## src/hdl/status_pkg.sv

```systemverilog
package status_pkg;

    // Clock and time figures
    localparam int unsigned CLK_HZ        = 25000000;
    localparam int unsigned SHUT_HOLD_MS  = 1000;
    localparam int unsigned FUSE_PERIOD_MS = 1000;
    localparam int unsigned MS_PER_S      = 1000;
    localparam longint unsigned SHUT_HOLD_CYCLES =
        64'(SHUT_HOLD_MS) * 64'(CLK_HZ) / 64'(MS_PER_S);
    localparam longint unsigned FUSE_PERIOD_CYCLES =
        64'(FUSE_PERIOD_MS) * 64'(CLK_HZ) / 64'(MS_PER_S);
    localparam int unsigned CNT_W = 25;

    // Register indices; byte address is four times the index
    localparam logic [7:0] IDX_CTRL   = 8'h00;
    localparam logic [7:0] IDX_PACK   = 8'h12;
    localparam logic [7:0] IDX_SUBCMD = 8'h3E;
    localparam logic [7:0] IDX_MODE   = 8'h40;
    localparam int unsigned ADDR_W    = 12;
    localparam int unsigned IDX_LSB   = 2;

    // Control status word fields
    localparam int unsigned CTRL_PULLUP  = 0;
    localparam int unsigned CTRL_LD_EXP  = 1;
    localparam int unsigned CTRL_DEEP    = 2;
    localparam logic [15:0] CTRL_MARKER  = 16'hFFA5;

    // Pack status word fields
    localparam int unsigned PACK_OPENW   = 5;
    localparam int unsigned PACK_NVM_PND = 6;
    localparam int unsigned PACK_NVM_BLK = 7;
    localparam int unsigned PACK_SEC_LSB = 8;
    localparam int unsigned PACK_FUSE    = 10;
    localparam int unsigned PACK_SAFETY  = 11;
    localparam int unsigned PACK_PERM    = 12;
    localparam int unsigned PACK_SHUT    = 13;
    localparam int unsigned PACK_SLEEP   = 15;

    // Mode register field
    localparam int unsigned MODE_EDIT    = 0;

    // Subcommand codes
    localparam logic [15:0] SUB_ENTER_EDIT = 16'h0090;
    localparam logic [15:0] SUB_EXIT_EDIT  = 16'h0092;
    localparam logic [15:0] SUB_SHUTDOWN   = 16'h0010;

    // Security levels
    typedef enum logic [1:0] {
        SEC_UNINIT   = 2'h0,
        SEC_FULL     = 2'h1,
        SEC_UNLOCKED = 2'h2,
        SEC_LOCKED   = 2'h3
    } sec_level_t;

    // Configuration edit mode sequencing
    typedef enum logic [2:0] {
        EDIT_OFF   = 3'h1,
        EDIT_ENTER = 3'h2,
        EDIT_ON    = 3'h4
    } edit_state_t;

    // Status inputs from the on-chip condition generators
    typedef struct packed {
        logic       deep_sleep_flag;
        logic       load_detect_expired;
        logic       load_detect_pullup_on;
        logic       sleep_mode;
        logic       permanent_fault_flag;
        logic       safety_fault;
        sec_level_t security_level;
        logic       nvm_cond_ok;
        logic       nvm_write_request;
        logic       open_wire_check_active;
        logic       open_wire_enabled;
    } hw_status_t;

    // Access permissions handed to the configuration store
    typedef struct packed {
        logic cfg_read_allow;
        logic cfg_write_allow;
        logic restricted_cmd_allow;
    } access_t;

endpackage

```

## src/hdl/pack_status_words.sv

```systemverilog
// The implementer's own choice: the APB interface to the registers.
`timescale 1ns/100ps
// Notes on behaviour
// - Read right after writing control word returns 0xFFA5, once only.
// - Later control word reads return live control status bits.
// - Write to control word acts like a subcommand register write.
// - Control bit 2 shows deep sleep; bits 15 to 3 reserved.
// - Control bit 1 shows load detect timed out and stopped.
// - Control bit 0 shows pullup state at last load detect measurement.
// - Pack bit 15 shows sleep mode; bit 14 reserved.
// - Pack bit 13 shows shutdown pending, by command or pin held over 1 s.
// - Pack bit 12 shows at least one permanent fault triggered.
// - Pack bit 11 shows an enabled safety fault triggered.
// - Pack bit 10 holds fuse pin sample, refreshed each second in normal mode.
// - Pack bits 9:8 encode security level 0 to 3.
// - Locked level blocks configuration reads and writes and some commands.
// - Unlocked level allows reads; writes only in configuration edit mode.
// - Full access level allows every command and configuration access.
// - Pack bit 7 shows NVM writes blocked; forced high when nothing pending.
// - On edit mode entry, blocked flag is evaluated once and then held.
// - Pack bit 6 shows NVM data pending until conditions allow writing.
// - NVM programming from edit mode never sets the pending flag.
// - Pack bit 5 set only during open-wire check, never when disabled.
// - Edit mode active only after subcommand 0x0090 fully processed.
module pack_status_words #(
    parameter longint unsigned SHUT_HOLD_CYCLES   = status_pkg::SHUT_HOLD_CYCLES,
    parameter longint unsigned FUSE_PERIOD_CYCLES = status_pkg::FUSE_PERIOD_CYCLES
) (
    input  wire logic                            pclk,
    input  wire logic                            presetn,
    input  wire logic                            psel,
    input  wire logic                            penable,
    input  wire logic                            pwrite,
    input  wire logic [status_pkg::ADDR_W-1:0]   paddr,
    input  wire logic [31:0]                     pwdata,
    output logic      [31:0]                     prdata,
    output logic                                 pready,
    output logic                                 pslverr,
    input  wire status_pkg::hw_status_t          hw_status,
    input  wire logic                            fuse_pin,
    input  wire logic                            shutdown_pin,
    output status_pkg::access_t                  access,
    output logic                                 config_edit_active,
    output logic                                 shutdown_pending,
    output logic                                 subcmd_valid,
    output logic      [15:0]                     subcmd_code
);

    localparam logic [status_pkg::CNT_W-1:0] SHUT_LAST =
        status_pkg::CNT_W'(SHUT_HOLD_CYCLES);
    localparam logic [status_pkg::CNT_W-1:0] FUSE_LAST =
        status_pkg::CNT_W'(FUSE_PERIOD_CYCLES - 64'd1);

    typedef struct packed {
        logic                            marker_armed;
        status_pkg::edit_state_t         edit;
        logic                            shut_pend;
        logic                            fuse;
        logic                            blocked_hold;
        logic                            wr_pend;
        logic [status_pkg::CNT_W-1:0]    shut_cnt;
        logic [status_pkg::CNT_W-1:0]    sec_cnt;
        logic [31:0]                     rdata;
        logic                            err;
        logic [15:0]                     sub_code;
        logic                            sub_valid;
    } core_state_t;

    core_state_t s;
    core_state_t next_s;

    logic [1:0] pins_sync;
    logic       fuse_sync;
    logic       shut_sync;

    // Fuse and shutdown pins come from outside the clock domain
    pin_sync #(
        .WIDTH (2)
    ) u_pin_sync (
        .pclk         (pclk),
        .presetn      (presetn),
        .pin_async    ({fuse_pin, shutdown_pin}),
        .pin_sync_out (pins_sync)
    );

    assign fuse_sync = pins_sync[1];
    assign shut_sync = pins_sync[0];

    // Register decode, shared by setup and access phases
    function automatic logic [7:0] reg_index(input logic [status_pkg::ADDR_W-1:0] a);
        reg_index = a[status_pkg::IDX_LSB +: 8];
    endfunction

    function automatic logic is_mapped(input logic [status_pkg::ADDR_W-1:0] a);
        logic [7:0] i;
        i = reg_index(a);
        is_mapped = (a[status_pkg::IDX_LSB-1:0] == 2'h0)
                  && (i == status_pkg::IDX_CTRL || i == status_pkg::IDX_PACK
                   || i == status_pkg::IDX_SUBCMD || i == status_pkg::IDX_MODE);
    endfunction

    // Subcommands gated by security level
    function automatic logic cmd_allowed(input status_pkg::sec_level_t lvl);
        cmd_allowed = (lvl == status_pkg::SEC_FULL)
                   || (lvl == status_pkg::SEC_UNLOCKED);
    endfunction

    logic        edit_on;
    logic        normal_mode;
    logic [15:0] ctrl_word;
    logic [15:0] pack_word;
    logic        blocked_now;

    assign edit_on     = (s.edit == status_pkg::EDIT_ON);
    assign normal_mode = !hw_status.sleep_mode && !hw_status.deep_sleep_flag;

    // Live control word; all other bits stay zero
    always_comb begin
        ctrl_word = 16'h0000;
        ctrl_word[status_pkg::CTRL_DEEP]   = hw_status.deep_sleep_flag;
        ctrl_word[status_pkg::CTRL_LD_EXP] = hw_status.load_detect_expired;
        ctrl_word[status_pkg::CTRL_PULLUP] = hw_status.load_detect_pullup_on;
    end

    // Blocked flag: held in edit mode, forced high with nothing pending
    always_comb begin
        if (edit_on) begin
            blocked_now = s.blocked_hold;
        end else if (!s.wr_pend) begin
            blocked_now = 1'b1;
        end else begin
            blocked_now = !hw_status.nvm_cond_ok;
        end
    end

    // Live pack word; bit 14 and bits 4:0 stay zero
    always_comb begin
        pack_word = 16'h0000;
        pack_word[status_pkg::PACK_SLEEP]   = hw_status.sleep_mode;
        pack_word[status_pkg::PACK_SHUT]    = s.shut_pend;
        pack_word[status_pkg::PACK_PERM]    = hw_status.permanent_fault_flag;
        pack_word[status_pkg::PACK_SAFETY]  = hw_status.safety_fault;
        pack_word[status_pkg::PACK_FUSE]    = s.fuse;
        pack_word[status_pkg::PACK_SEC_LSB +: 2] = hw_status.security_level;
        pack_word[status_pkg::PACK_NVM_BLK] = blocked_now;
        pack_word[status_pkg::PACK_NVM_PND] = s.wr_pend;
        pack_word[status_pkg::PACK_OPENW]   =
            hw_status.open_wire_check_active && hw_status.open_wire_enabled;
    end

    logic       setup;
    logic       done;
    logic       wr_done;
    logic [7:0] idx;
    logic       sub_write;
    logic [15:0] sub_data;

    assign setup   = psel && !penable;
    assign done    = psel && penable;
    assign wr_done = done && pwrite && is_mapped(paddr);
    assign idx     = reg_index(paddr);
    assign sub_data = pwdata[15:0];
    // Legacy control word write behaves as a subcommand write
    assign sub_write = wr_done
        && (idx == status_pkg::IDX_SUBCMD || idx == status_pkg::IDX_CTRL);

    // Next-state logic for the whole block
    always_comb begin
        next_s           = s;
        next_s.sub_valid = 1'b0;

        // Read data captured in setup so the access phase sees flops
        if (setup) begin
            next_s.err   = !is_mapped(paddr);
            next_s.rdata = 32'h0000_0000;
            if (!pwrite && is_mapped(paddr)) begin
                case (idx)
                    status_pkg::IDX_CTRL: begin
                        if (s.marker_armed) begin
                            next_s.rdata[15:0] = status_pkg::CTRL_MARKER;
                        end else begin
                            next_s.rdata[15:0] = ctrl_word;
                        end
                    end
                    status_pkg::IDX_PACK: begin
                        next_s.rdata[15:0] = pack_word;
                    end
                    status_pkg::IDX_SUBCMD: begin
                        next_s.rdata[15:0] = s.sub_code;
                    end
                    status_pkg::IDX_MODE: begin
                        next_s.rdata[status_pkg::MODE_EDIT] = edit_on;
                    end
                    default: begin
                        next_s.rdata = 32'h0000_0000;
                    end
                endcase
            end
        end

        // Marker armed by a control write, spent by the next access
        if (done) begin
            next_s.marker_armed = wr_done && (idx == status_pkg::IDX_CTRL);
        end

        // Subcommand issue; pack word writes fall through ignored
        if (sub_write) begin
            next_s.sub_code  = sub_data;
            next_s.sub_valid = 1'b1;
        end

        // Edit mode sequencing, one cycle to process the request
        case (s.edit)
            status_pkg::EDIT_OFF: begin
                if (s.sub_valid && s.sub_code == status_pkg::SUB_ENTER_EDIT
                    && cmd_allowed(hw_status.security_level)) begin
                    next_s.edit = status_pkg::EDIT_ENTER;
                end
            end
            status_pkg::EDIT_ENTER: begin
                // Conditions sampled once on entry, then frozen
                next_s.blocked_hold = !hw_status.nvm_cond_ok;
                next_s.edit         = status_pkg::EDIT_ON;
            end
            status_pkg::EDIT_ON: begin
                if (s.sub_valid && s.sub_code == status_pkg::SUB_EXIT_EDIT) begin
                    next_s.edit = status_pkg::EDIT_OFF;
                end
            end
            default: begin
                next_s.edit = status_pkg::EDIT_OFF;
            end
        endcase

        // Pending NVM data: request outside edit mode sets, set wins
        if (!edit_on && s.edit != status_pkg::EDIT_ENTER) begin
            if (hw_status.nvm_write_request) begin
                next_s.wr_pend = 1'b1;
            end else if (hw_status.nvm_cond_ok) begin
                next_s.wr_pend = 1'b0;
            end
        end

        // Shutdown pin must stay asserted beyond the hold time
        if (!shut_sync) begin
            next_s.shut_cnt = '0;
        end else if (s.shut_cnt != SHUT_LAST) begin
            next_s.shut_cnt = s.shut_cnt + 1'b1;
        end
        if ((shut_sync && s.shut_cnt == SHUT_LAST)
            || (s.sub_valid && s.sub_code == status_pkg::SUB_SHUTDOWN
                && cmd_allowed(hw_status.security_level))) begin
            next_s.shut_pend = 1'b1;
        end

        // One-second tick samples the fuse pin in normal mode
        if (s.sec_cnt == FUSE_LAST) begin
            next_s.sec_cnt = '0;
            if (normal_mode) begin
                next_s.fuse = fuse_sync;
            end
        end else begin
            next_s.sec_cnt = s.sec_cnt + 1'b1;
        end
    end

    // Single state register; reset brings every flag to idle
    always_ff @(posedge pclk or negedge presetn) begin
        if (!presetn) begin
            s      <= '0;
            s.edit <= status_pkg::EDIT_OFF;
        end else begin
            s <= next_s;
        end
    end

    // Zero wait states; read data already latched in setup
    assign pready  = 1'b1;
    assign pslverr = psel && penable && s.err;
    assign prdata  = s.rdata;

    // Configuration access permissions by security level
    always_comb begin
        access = '0;
        case (hw_status.security_level)
            status_pkg::SEC_FULL: begin
                access.cfg_read_allow       = 1'b1;
                access.cfg_write_allow      = 1'b1;
                access.restricted_cmd_allow = 1'b1;
            end
            status_pkg::SEC_UNLOCKED: begin
                access.cfg_read_allow       = 1'b1;
                access.cfg_write_allow      = edit_on;
                access.restricted_cmd_allow = 1'b1;
            end
            status_pkg::SEC_LOCKED: begin
                access = '0;
            end
            default: begin
                // Not yet initialised: nothing allowed
                access = '0;
            end
        endcase
    end

    assign config_edit_active = edit_on;
    assign shutdown_pending   = s.shut_pend;
    assign subcmd_valid       = s.sub_valid;
    assign subcmd_code        = s.sub_code;

endmodule // pack_status_words

```

## src/hdl/pin_sync.sv

```systemverilog
`timescale 1ns/100ps
// Two-stage synchroniser for asynchronous pins
module pin_sync #(
    parameter int unsigned WIDTH = 2
) (
    input  wire logic             pclk,
    input  wire logic             presetn,
    input  wire logic [WIDTH-1:0] pin_async,
    output logic      [WIDTH-1:0] pin_sync_out
);

    typedef struct packed {
        logic [WIDTH-1:0] stage1;
        logic [WIDTH-1:0] stage2;
    } sync_state_t;

    sync_state_t s;
    sync_state_t next_s;

    // First stage feeds only the second stage
    always_comb begin
        next_s        = s;
        next_s.stage1 = pin_async;
        next_s.stage2 = s.stage1;
    end

    always_ff @(posedge pclk or negedge presetn) begin
        if (!presetn) begin
            s <= '0;
        end else begin
            s <= next_s;
        end
    end

    assign pin_sync_out = s.stage2;

endmodule // pin_sync

```

## config.mk

```make
export PLATFORM = sky130hd
export DESIGN_NAME = pack_status_words
export DESIGN_NICKNAME = d
export VERILOG_FILES = /design/src/hdl/status_pkg.sv /design/src/hdl/pack_status_words.sv /design/src/hdl/pin_sync.sv
export SDC_FILE = /design/constraint.sdc
export NUM_CORES = 1
export LEC_CHECK = 0
export CAP_MARGIN = 20
export CORE_MARGIN = 5
export CORE_UTILIZATION = 60
export CTS_CLUSTER_DIAMETER = 60
export DETAILED_ROUTE_END_ITERATION = 10
export DONT_BUFFER_PORTS = 1
export MAX_ROUTING_LAYER = met4
export PLACE_DENSITY = 0.76
export SLEW_MARGIN = 20
export SYNTH_ARGS = -nofsm -noshare
export SYNTH_HDL_FRONTEND = slang
export SYNTH_SLANG_ARGS = --single-unit
```

## constraint.sdc

```tcl
create_clock -name pclk -period 5.7 [get_ports pclk]
set_input_delay 0.285 -clock pclk [delete_from_list [all_inputs] [get_ports pclk]]
set_output_delay 0.285 -clock pclk [all_outputs]
set_load 0.02 [all_outputs]
```

==> summary.txt, run 1 <==
Routing
  • Drt wl/cell: 18.3 um
  • Via density per instance: 6.28
  • DR pass1 iterations: 4
  • Residual DRC: 0
  • Post-DRT Antenna Nets: 0
  • Vias: around 3700
  • DR iter-0 viols: between 150 and 200
  • WL final: 10900 um

Critical path
  • Worst reg-to-reg path cell count: 6
  • Worst Setup End Kind: flop
  • Crit path arrival time: 2430 ps
  • Worst path required time: roughly 5900 ps
  • R2R Setup Slk: 3520 ps
  • Critical path type: flop to flop
  • Worst R2R Start: s[50]
  • FF-to-FF End: s[66]
  • Critical Path Fanout Max: 10
  • CP startpoint kind: flop

GRT
  • Grt total ovfl: 0
  • Largest net degree at the start of global routing: 97
  • Initial antenna violation count: 0
  • Total track usage: 0.216
  • First-pass GRT wire length: between 15000 and 20000 um
  • Number of global-route vias before repair: about 3700

Logic synthesis
  • Ys async rst share: 1.00
  • Synthesized area: 0.00518 mm2
  • #FFs+latches synth: 96
  • Post-Syn Instances: 522
  • Post-synth EDFFs: 0
  • Cell variety after synth: 57
  • Yosys warning count: 0
  • Syn avg cell area: 9.93 um2
  • Top FF cell, synth: dfrtp_1
  • Sequential area share after synthesis: 0.464

Layout
  • Finished Core Util: 0.607
  • Ant. Diodes: 0
  • Layout net count: 553
  • Fillers: 685
  • P&R area growth vs syn: 0.145%
  • Layout cells sized above 1: 0.100

STA
  • Clk_skew: 15.4 ps
  • Slew headroom: 0.371
  • Min Tclk post-route: 2180 ps
  • RSZ-0062 raised after global routing: false
  • Endpoints failing setup: 0
  • Fmax: 0.458 GHz
  • Sum of negative setup slack: 0 ps
  • Final Hold Vio Count: 0
  • Max-slew violation count: 0
  • Period utilization: 0.383
  • Worst-Margin Slew: ~940 ps

Power
  • Pwr per Cell Area: 233 mW/mm2
  • Leakage: around 0.0022 uW
  • Peak supply drop: 0.000135 V

Clock network
  • Clock slew at reported path FFs: 90 ps
  • CTS Buf Count: 9
  • H-tree Lvls: 3
  • # clock sinks: 96
  • Latest clock arrival within the worst-skew pair: 370 ps
  • Post-CTS Setup Inserts: 0
  • Clock root buffer: clkbuf_8
  • Max Buffers Root-to-Sink: 2
  • TritonCTS clock tree: built

Hold path
  • Hold Crit Class: input pin to flop
  • Number of cells on the worst hold path: 1
  • Hold Startpoint: paddr[8]
  • Hold EP: prdata[6]

Floorplanning
  • Rows: 34
  • Io pins: ~120
  • Core Area: 0.00855 mm2
  • Initial core utilization: 0.606
  • Full die area: 0.0106 mm2
  • DIE HEIGHT: 103 um
  • Die span in x: around 100 um

Place
  • Placed wire-length estimate: 7850 um
  • I/O Buffers: 0
  • GPL Wtd Cong: 0.968

Outcome
  • Run status: finished, final reports clean

Run
  • Max-cap viol count: 0
==> metrics by stage <==
step	power, uW	hold slack [ps]	std cells	instance area, um2	setup WS [ps]
after floorplan	753	-10.6	537	5240	3600
after global placement	747	-8.28	578	4920	3340
after detailed placement	748	-7.91	578	4930	3300
after CTS	1220	4.24	597	5190	3540
after global routing	1260	19.8	597	5190	3330
final	1210	15.3	597	5190	3520
==> synth_stat cells, types with 2 or more instances <==
cell type  number  area share
and4_1          8       0.014
xnor2_1        11       0.019
and2_1          3      0.0036
o21ai_0        26       0.025
nor4b_1         5      0.0085
and3_1         11       0.013
nor2_1         26       0.019
nor3_1          9      0.0087
dfrtp_1        95        0.46
nand4_1        18       0.022
ha_1            5       0.012
a21oi_1        34       0.033
nor2b_1         3      0.0036
clkbuf_1       17       0.012
o31ai_1        13       0.019
xor2_1          9       0.015
buf_4          50       0.072
mux2_4          9       0.026
nor4_2          2      0.0048
a22o_1         10       0.017
nand2_1        39       0.028
nor3b_1         2      0.0029
nand3_1        22       0.021
nor4_1          7      0.0085
mux2_2         10       0.022
inv_1          15       0.011
or3_1          11       0.013
nand2b_1        4      0.0048
conb_1          2      0.0014
or4_1          18       0.026
a32oi_1         2      0.0034
==> area by class of cell <==
class	instances	area (um2)	share of cell area
Clock buffer	10	138	0.0265
Multi-Input combinational cell	357	2320	0.447
Inverter	15	56.3	0.0109
Timing Repair Buffer	6	72.6	0.0140
Clock inverter	5	63.8	0.0123
Tap cell	108	135	0.0260
Sequential cell	96	2400	0.463
==> routing by layer <==
metal,vias to the layer above,GRT usage,wire (um)
met1,1872,0.267,4630
met5,-,-,0
li1,1759,-,-
met3,13,0.0338,732
met2,103,0.363,5430
met4,0,0.0717,150
==> registers in the layout, indices dropped and copies added, names as in the netlist <==
name / flops
subcmd_code: 16
u_pin_sync.pin_sync_out: 2
prdata: 16
subcmd_valid: 1
pack_word: 2
u_pin_sync.next_s: 2
s: 56
shutdown_pending: 1
==> how the worst max path moves through the flow <==
stage          slack (ps)  depth (start not counted)     start               to
2_1_floorplan        3600                          5  paddr[2]  subcmd_code[10]
3_3_place_gp         3340                          4  paddr[2]   subcmd_code[3]
4_1_cts              3540                          6     s[50]            s[70]
5_1_grt              3330                          6     s[50]            s[64]
6_report             3520                          6     s[50]            s[66]
3_5_place_dp         3300                          4  paddr[2]   subcmd_code[5]
==> cells in the final DEF, fill, tap and decap left out, types with 2 or more instances in the layout <==
cell type       n
a21oi_1        34
a22o_1         10
a32oi_1         2
and2_1          3
and3_1         11
and4_1          8
buf_4           2
clkbuf_8       10
conb_1         17
dfrtp_1        95
dlygate4sd3_1   3
ha_1            5
inv_1          15
inv_6           2
mux2_2         10
mux2_4          9
nand2_1        39
nand2b_1        4
nand3_1        22
nand4_1        18
nor2_1         26
nor2b_1         3
nor3_1          8
nor3b_1         2
nor4_1          7
nor4_2          2
nor4b_1         5
o21ai_0        26
o31ai_1        13
or3_1          11
or4_1          18
xnor2_1        11
xor2_1          9
==> worst max-delay path, cell delays in order, from the launching register on <==
cell and delay [ps]:
dfrtp_1 410, ha_1 220, and4_1 300, nand2_1 150, nor4_2 630, buf_4 290, a21oi_1 60
==> cell families (layout without fill, tap and decap cells) <==
kind of cell / count (synthesis) / in the layout / synth area share
adders and majority gates: 5 / 5 / 0.0121
buffers and inverters: 84 / 36 / 0.100
muxes: 20 / 20 / 0.0497
other: 2 / 17 / 0.00145
AOI/OAI and AO/OA: 100 / 100 / 0.124
DFF: 96 / 96 / 0.464
xor gates and xnor gates: 20 / 20 / 0.0338
and+or+nand+nor: 195 / 195 / 0.215
==> where the power goes <==
group	total, uW	internal (uW)	switching, uW
registers	693	686	7.32
clock network	459	216	242
logic	57.8	14.6	43.2
==> what timing repair did <==
item,CTS,global route
hold buffers,4,0
gates resized for setup,0,0
hold endpoints to repair,98,0
No activity file was read; power rests on OpenSTA's default activity.
==> inputs of run 2 (changes only) <==
--- a/config.mk
+++ b/config.mk
@@ -7,7 +7,7 @@
 export LEC_CHECK = 0
 export CAP_MARGIN = 20
 export CORE_MARGIN = 5
-export CORE_UTILIZATION = 60
+export CORE_UTILIZATION = 58
 export CTS_CLUSTER_DIAMETER = 60
 export DETAILED_ROUTE_END_ITERATION = 10
 export DONT_BUFFER_PORTS = 1
==> constraint.sdc (replaced) <==
create_clock -name pclk -period 1.9 [get_ports pclk]
set_input_delay 0.095 -clock pclk [delete_from_list [all_inputs] [get_ports pclk]]
set_output_delay 0.095 -clock pclk [all_outputs]
set_load 0.02 [all_outputs]
==> run 2 against run 1 <==
  * The run now ends with hold timing, setup timing left
  * Maximum frequency up 11%
  * Via count up 12%
  * Sequential power rose to 3.0 times the previous value
  * Clock skew down 3.7 ps
  * Hold slack worse by 620 ps
  * First-iteration DRC count up 24%
  * Count of clock-buffer cells in the layout down 1
  * Setup slack worse by 3600 ps
  * Design area up 14%
  * Largest cell class unchanged
  * Highest routed layer unchanged
==> summary.txt, run 2 (synthesis gave the netlist of run 1 again) <==
Routing
  • Met2 WL: 6340 um
  • WL final: 12400 um
  • Residual DRC: 0
  • DR iter-0 viols: 228
  • Vias: 4200
  • DR top layer: met4
  • Metal3 WL: 754 um
  • Post-DRT Antenna Nets: 0
  • Drt wl/cell: 18.3 um
  • Via density per instance: ~6.2
  • DR pass1 iterations: 5
  • Metal-1 WL: between 4000 and 5000 um

Power
  • Peak supply drop: 0.000427 V
  • Pwr per Cell Area: 608 mW/mm2
  • Leakage: 0.00255 uW

Critical path
  • Cell family with most CP delay: simple AND/OR/NAND/NOR gates
  • Worst Setup End Kind: flop
  • Crit path arrival time: around 2300 ps
  • Buf+Inv Stages, Crit Path: 1
  • Cell Chain, Critical Path: buf_4, nor4_1, nand4_1, or4_4, a21oi_2
  • FF-to-FF End: s[76]
  • CP startpoint kind: flop
  • Crit path from: s[82]
  • Critical Path Fanout Max: 4
  • Critical path type: flop to flop
  • Crit path capture: s[76]
  • Crit. path cell count: 5
  • R2R Setup Slk: -70 ps
  • Slowest CP cell: or4_4
  • Worst reg-to-reg path cell count: 5
  • Critical Path Max Stage Delay: 590 ps
  • Worst path required time: between 2000 and 2500 ps
  • Worst R2R Start: s[82]

GRT
  • Grt total ovfl: 0
  • Number of global-route vias before repair: around 4100
  • Largest net degree at the start of global routing: 97
  • First-pass GRT wire length: approximately 20000 um
  • Total track usage: 0.228
  • Initial antenna violation count: 0

STA
  • Worst-Margin Slew: 561 ps
  • Max-slew violation count: 0
  • Period utilization: 1.04
  • Endpoints failing setup: 2
  • Min Tclk post-route: 1970 ps
  • Final Hold Vio Count: 96
  • Slew headroom: 0.623
  • Fmax: a little over 0.5 GHz
  • Clk_skew: 11.8 ps
  • Min Hold Slack: -600 ps
  • RSZ-0062 raised after global routing: true
  • Min setup slack post-route: -71.7 ps

Clock network
  • # clock sinks: 96
  • Latest clock arrival within the worst-skew pair: 370 ps
  • TritonCTS clock tree: built
  • Max Buffers Root-to-Sink: 2
  • Clock slew at reported path FFs: 110 ps
  • Hold_buf cts: 29
  • Clock root buffer: clkbuf_8
  • CTS Buf Count: 9
  • H-tree Lvls: 3

Layout
  • Post-Layout Inst Area: between 0.005 and 0.006 mm2
  • Max FFs per register: 56
  • Layout cells sized above 1: 0.209
  • P&R area growth vs syn: 14.0%
  • Largest Register: s
  • Fillers: 610
  • Reg area: 0.00241 mm2
  • Multi-input logic area: about 0.0024 mm2
  • Commonest cells after routing, fill and taps aside: 91 x dfrtp_1, 55 x buf_4, 39 x nand2_1
  • Ant. Diodes: 0
  • Most common cell after layout, fill and taps aside: dfrtp_1
  • Layout net count: 633
  • Finished Core Util: 0.677

Run
  • Max-cap viol count: 0

Place
  • GPL Wtd Cong: 0.924
  • I/O Buffers: 0
  • Dpl ws: 32.7 ps
  • Placed wire-length estimate: 8520 um
  • Placed Instance Area: 0.00532 mm2

Floorplanning
  • Rows: 34
  • Io pins: 119
  • Die span in x: about 100 um
  • Initial core utilization: 0.594
  • Full die area: 0.0109 mm2
  • DIE HEIGHT: 105 um
  • Core Area: just under 0.009 mm2

Hold path
  • Hold Crit Class: input pin to async pin

Outcome
  • Violated checks: hold timing, setup timing
  • Run status: complete, but fails checks
[run 2: area by class of cell]
cell class                      count  area share
Sequential cell                    96       0.408
Multi-Input combinational cell    357       0.403
Inverter                           15      0.0104
Clock buffer                        9      0.0210
Clock inverter                      7      0.0102
Timing Repair Buffer               86       0.124
Tap cell                          108      0.0229
[run 2: worst min path at each step]
stage,end,cells after the start,startpoint
3_5_place_dp,prdata[4],0,presetn
5_1_grt,prdata[4],0,presetn
3_3_place_gp,s[17],0,presetn
6_report,prdata[4],0,presetn
2_1_floorplan,pack_word[10],0,presetn
4_1_cts,prdata[4],0,presetn
[run 2: timing repair]
item	in CTS	in global routing
gates resized for setup	0	25
setup buffers	0	4
endpoints found under the setup margin	0	20
endpoints found under the hold margin	121	96
[run 2: metrics by stage]
step                      TNS [ps]  hold slack [ps]  total power (uW)  instances
after floorplan                  0             -201              2260        537
after global placement           0             -198              2260        628
after detailed placement         0             -198              2260        628
after CTS                        0             -603              3590        673
after global routing          -237             -620              3710        678
final                        -94.0             -600              3590        678
[run 2: layer usage]
metal,up-vias,track usage
met1,2112,0.280
met2,138,0.373
li1,1923,-
met5,-,-
met3,27,0.0453
met4,0,0.0814
[run 2: where the power goes]
| group | leakage, uW | switching (uW) | internal [uW] | total, uW |
|---|---|---|---|---|
| combinational | 0.00116 | 124 | 97.4 | 222 |
| clock | 0.0000969 | 790 | 505 | 1290 |
| sequential | 0.00129 | 15.6 | 2060 | 2070 |
| total | 0.00255 | 929 | 2660 | 3590 |
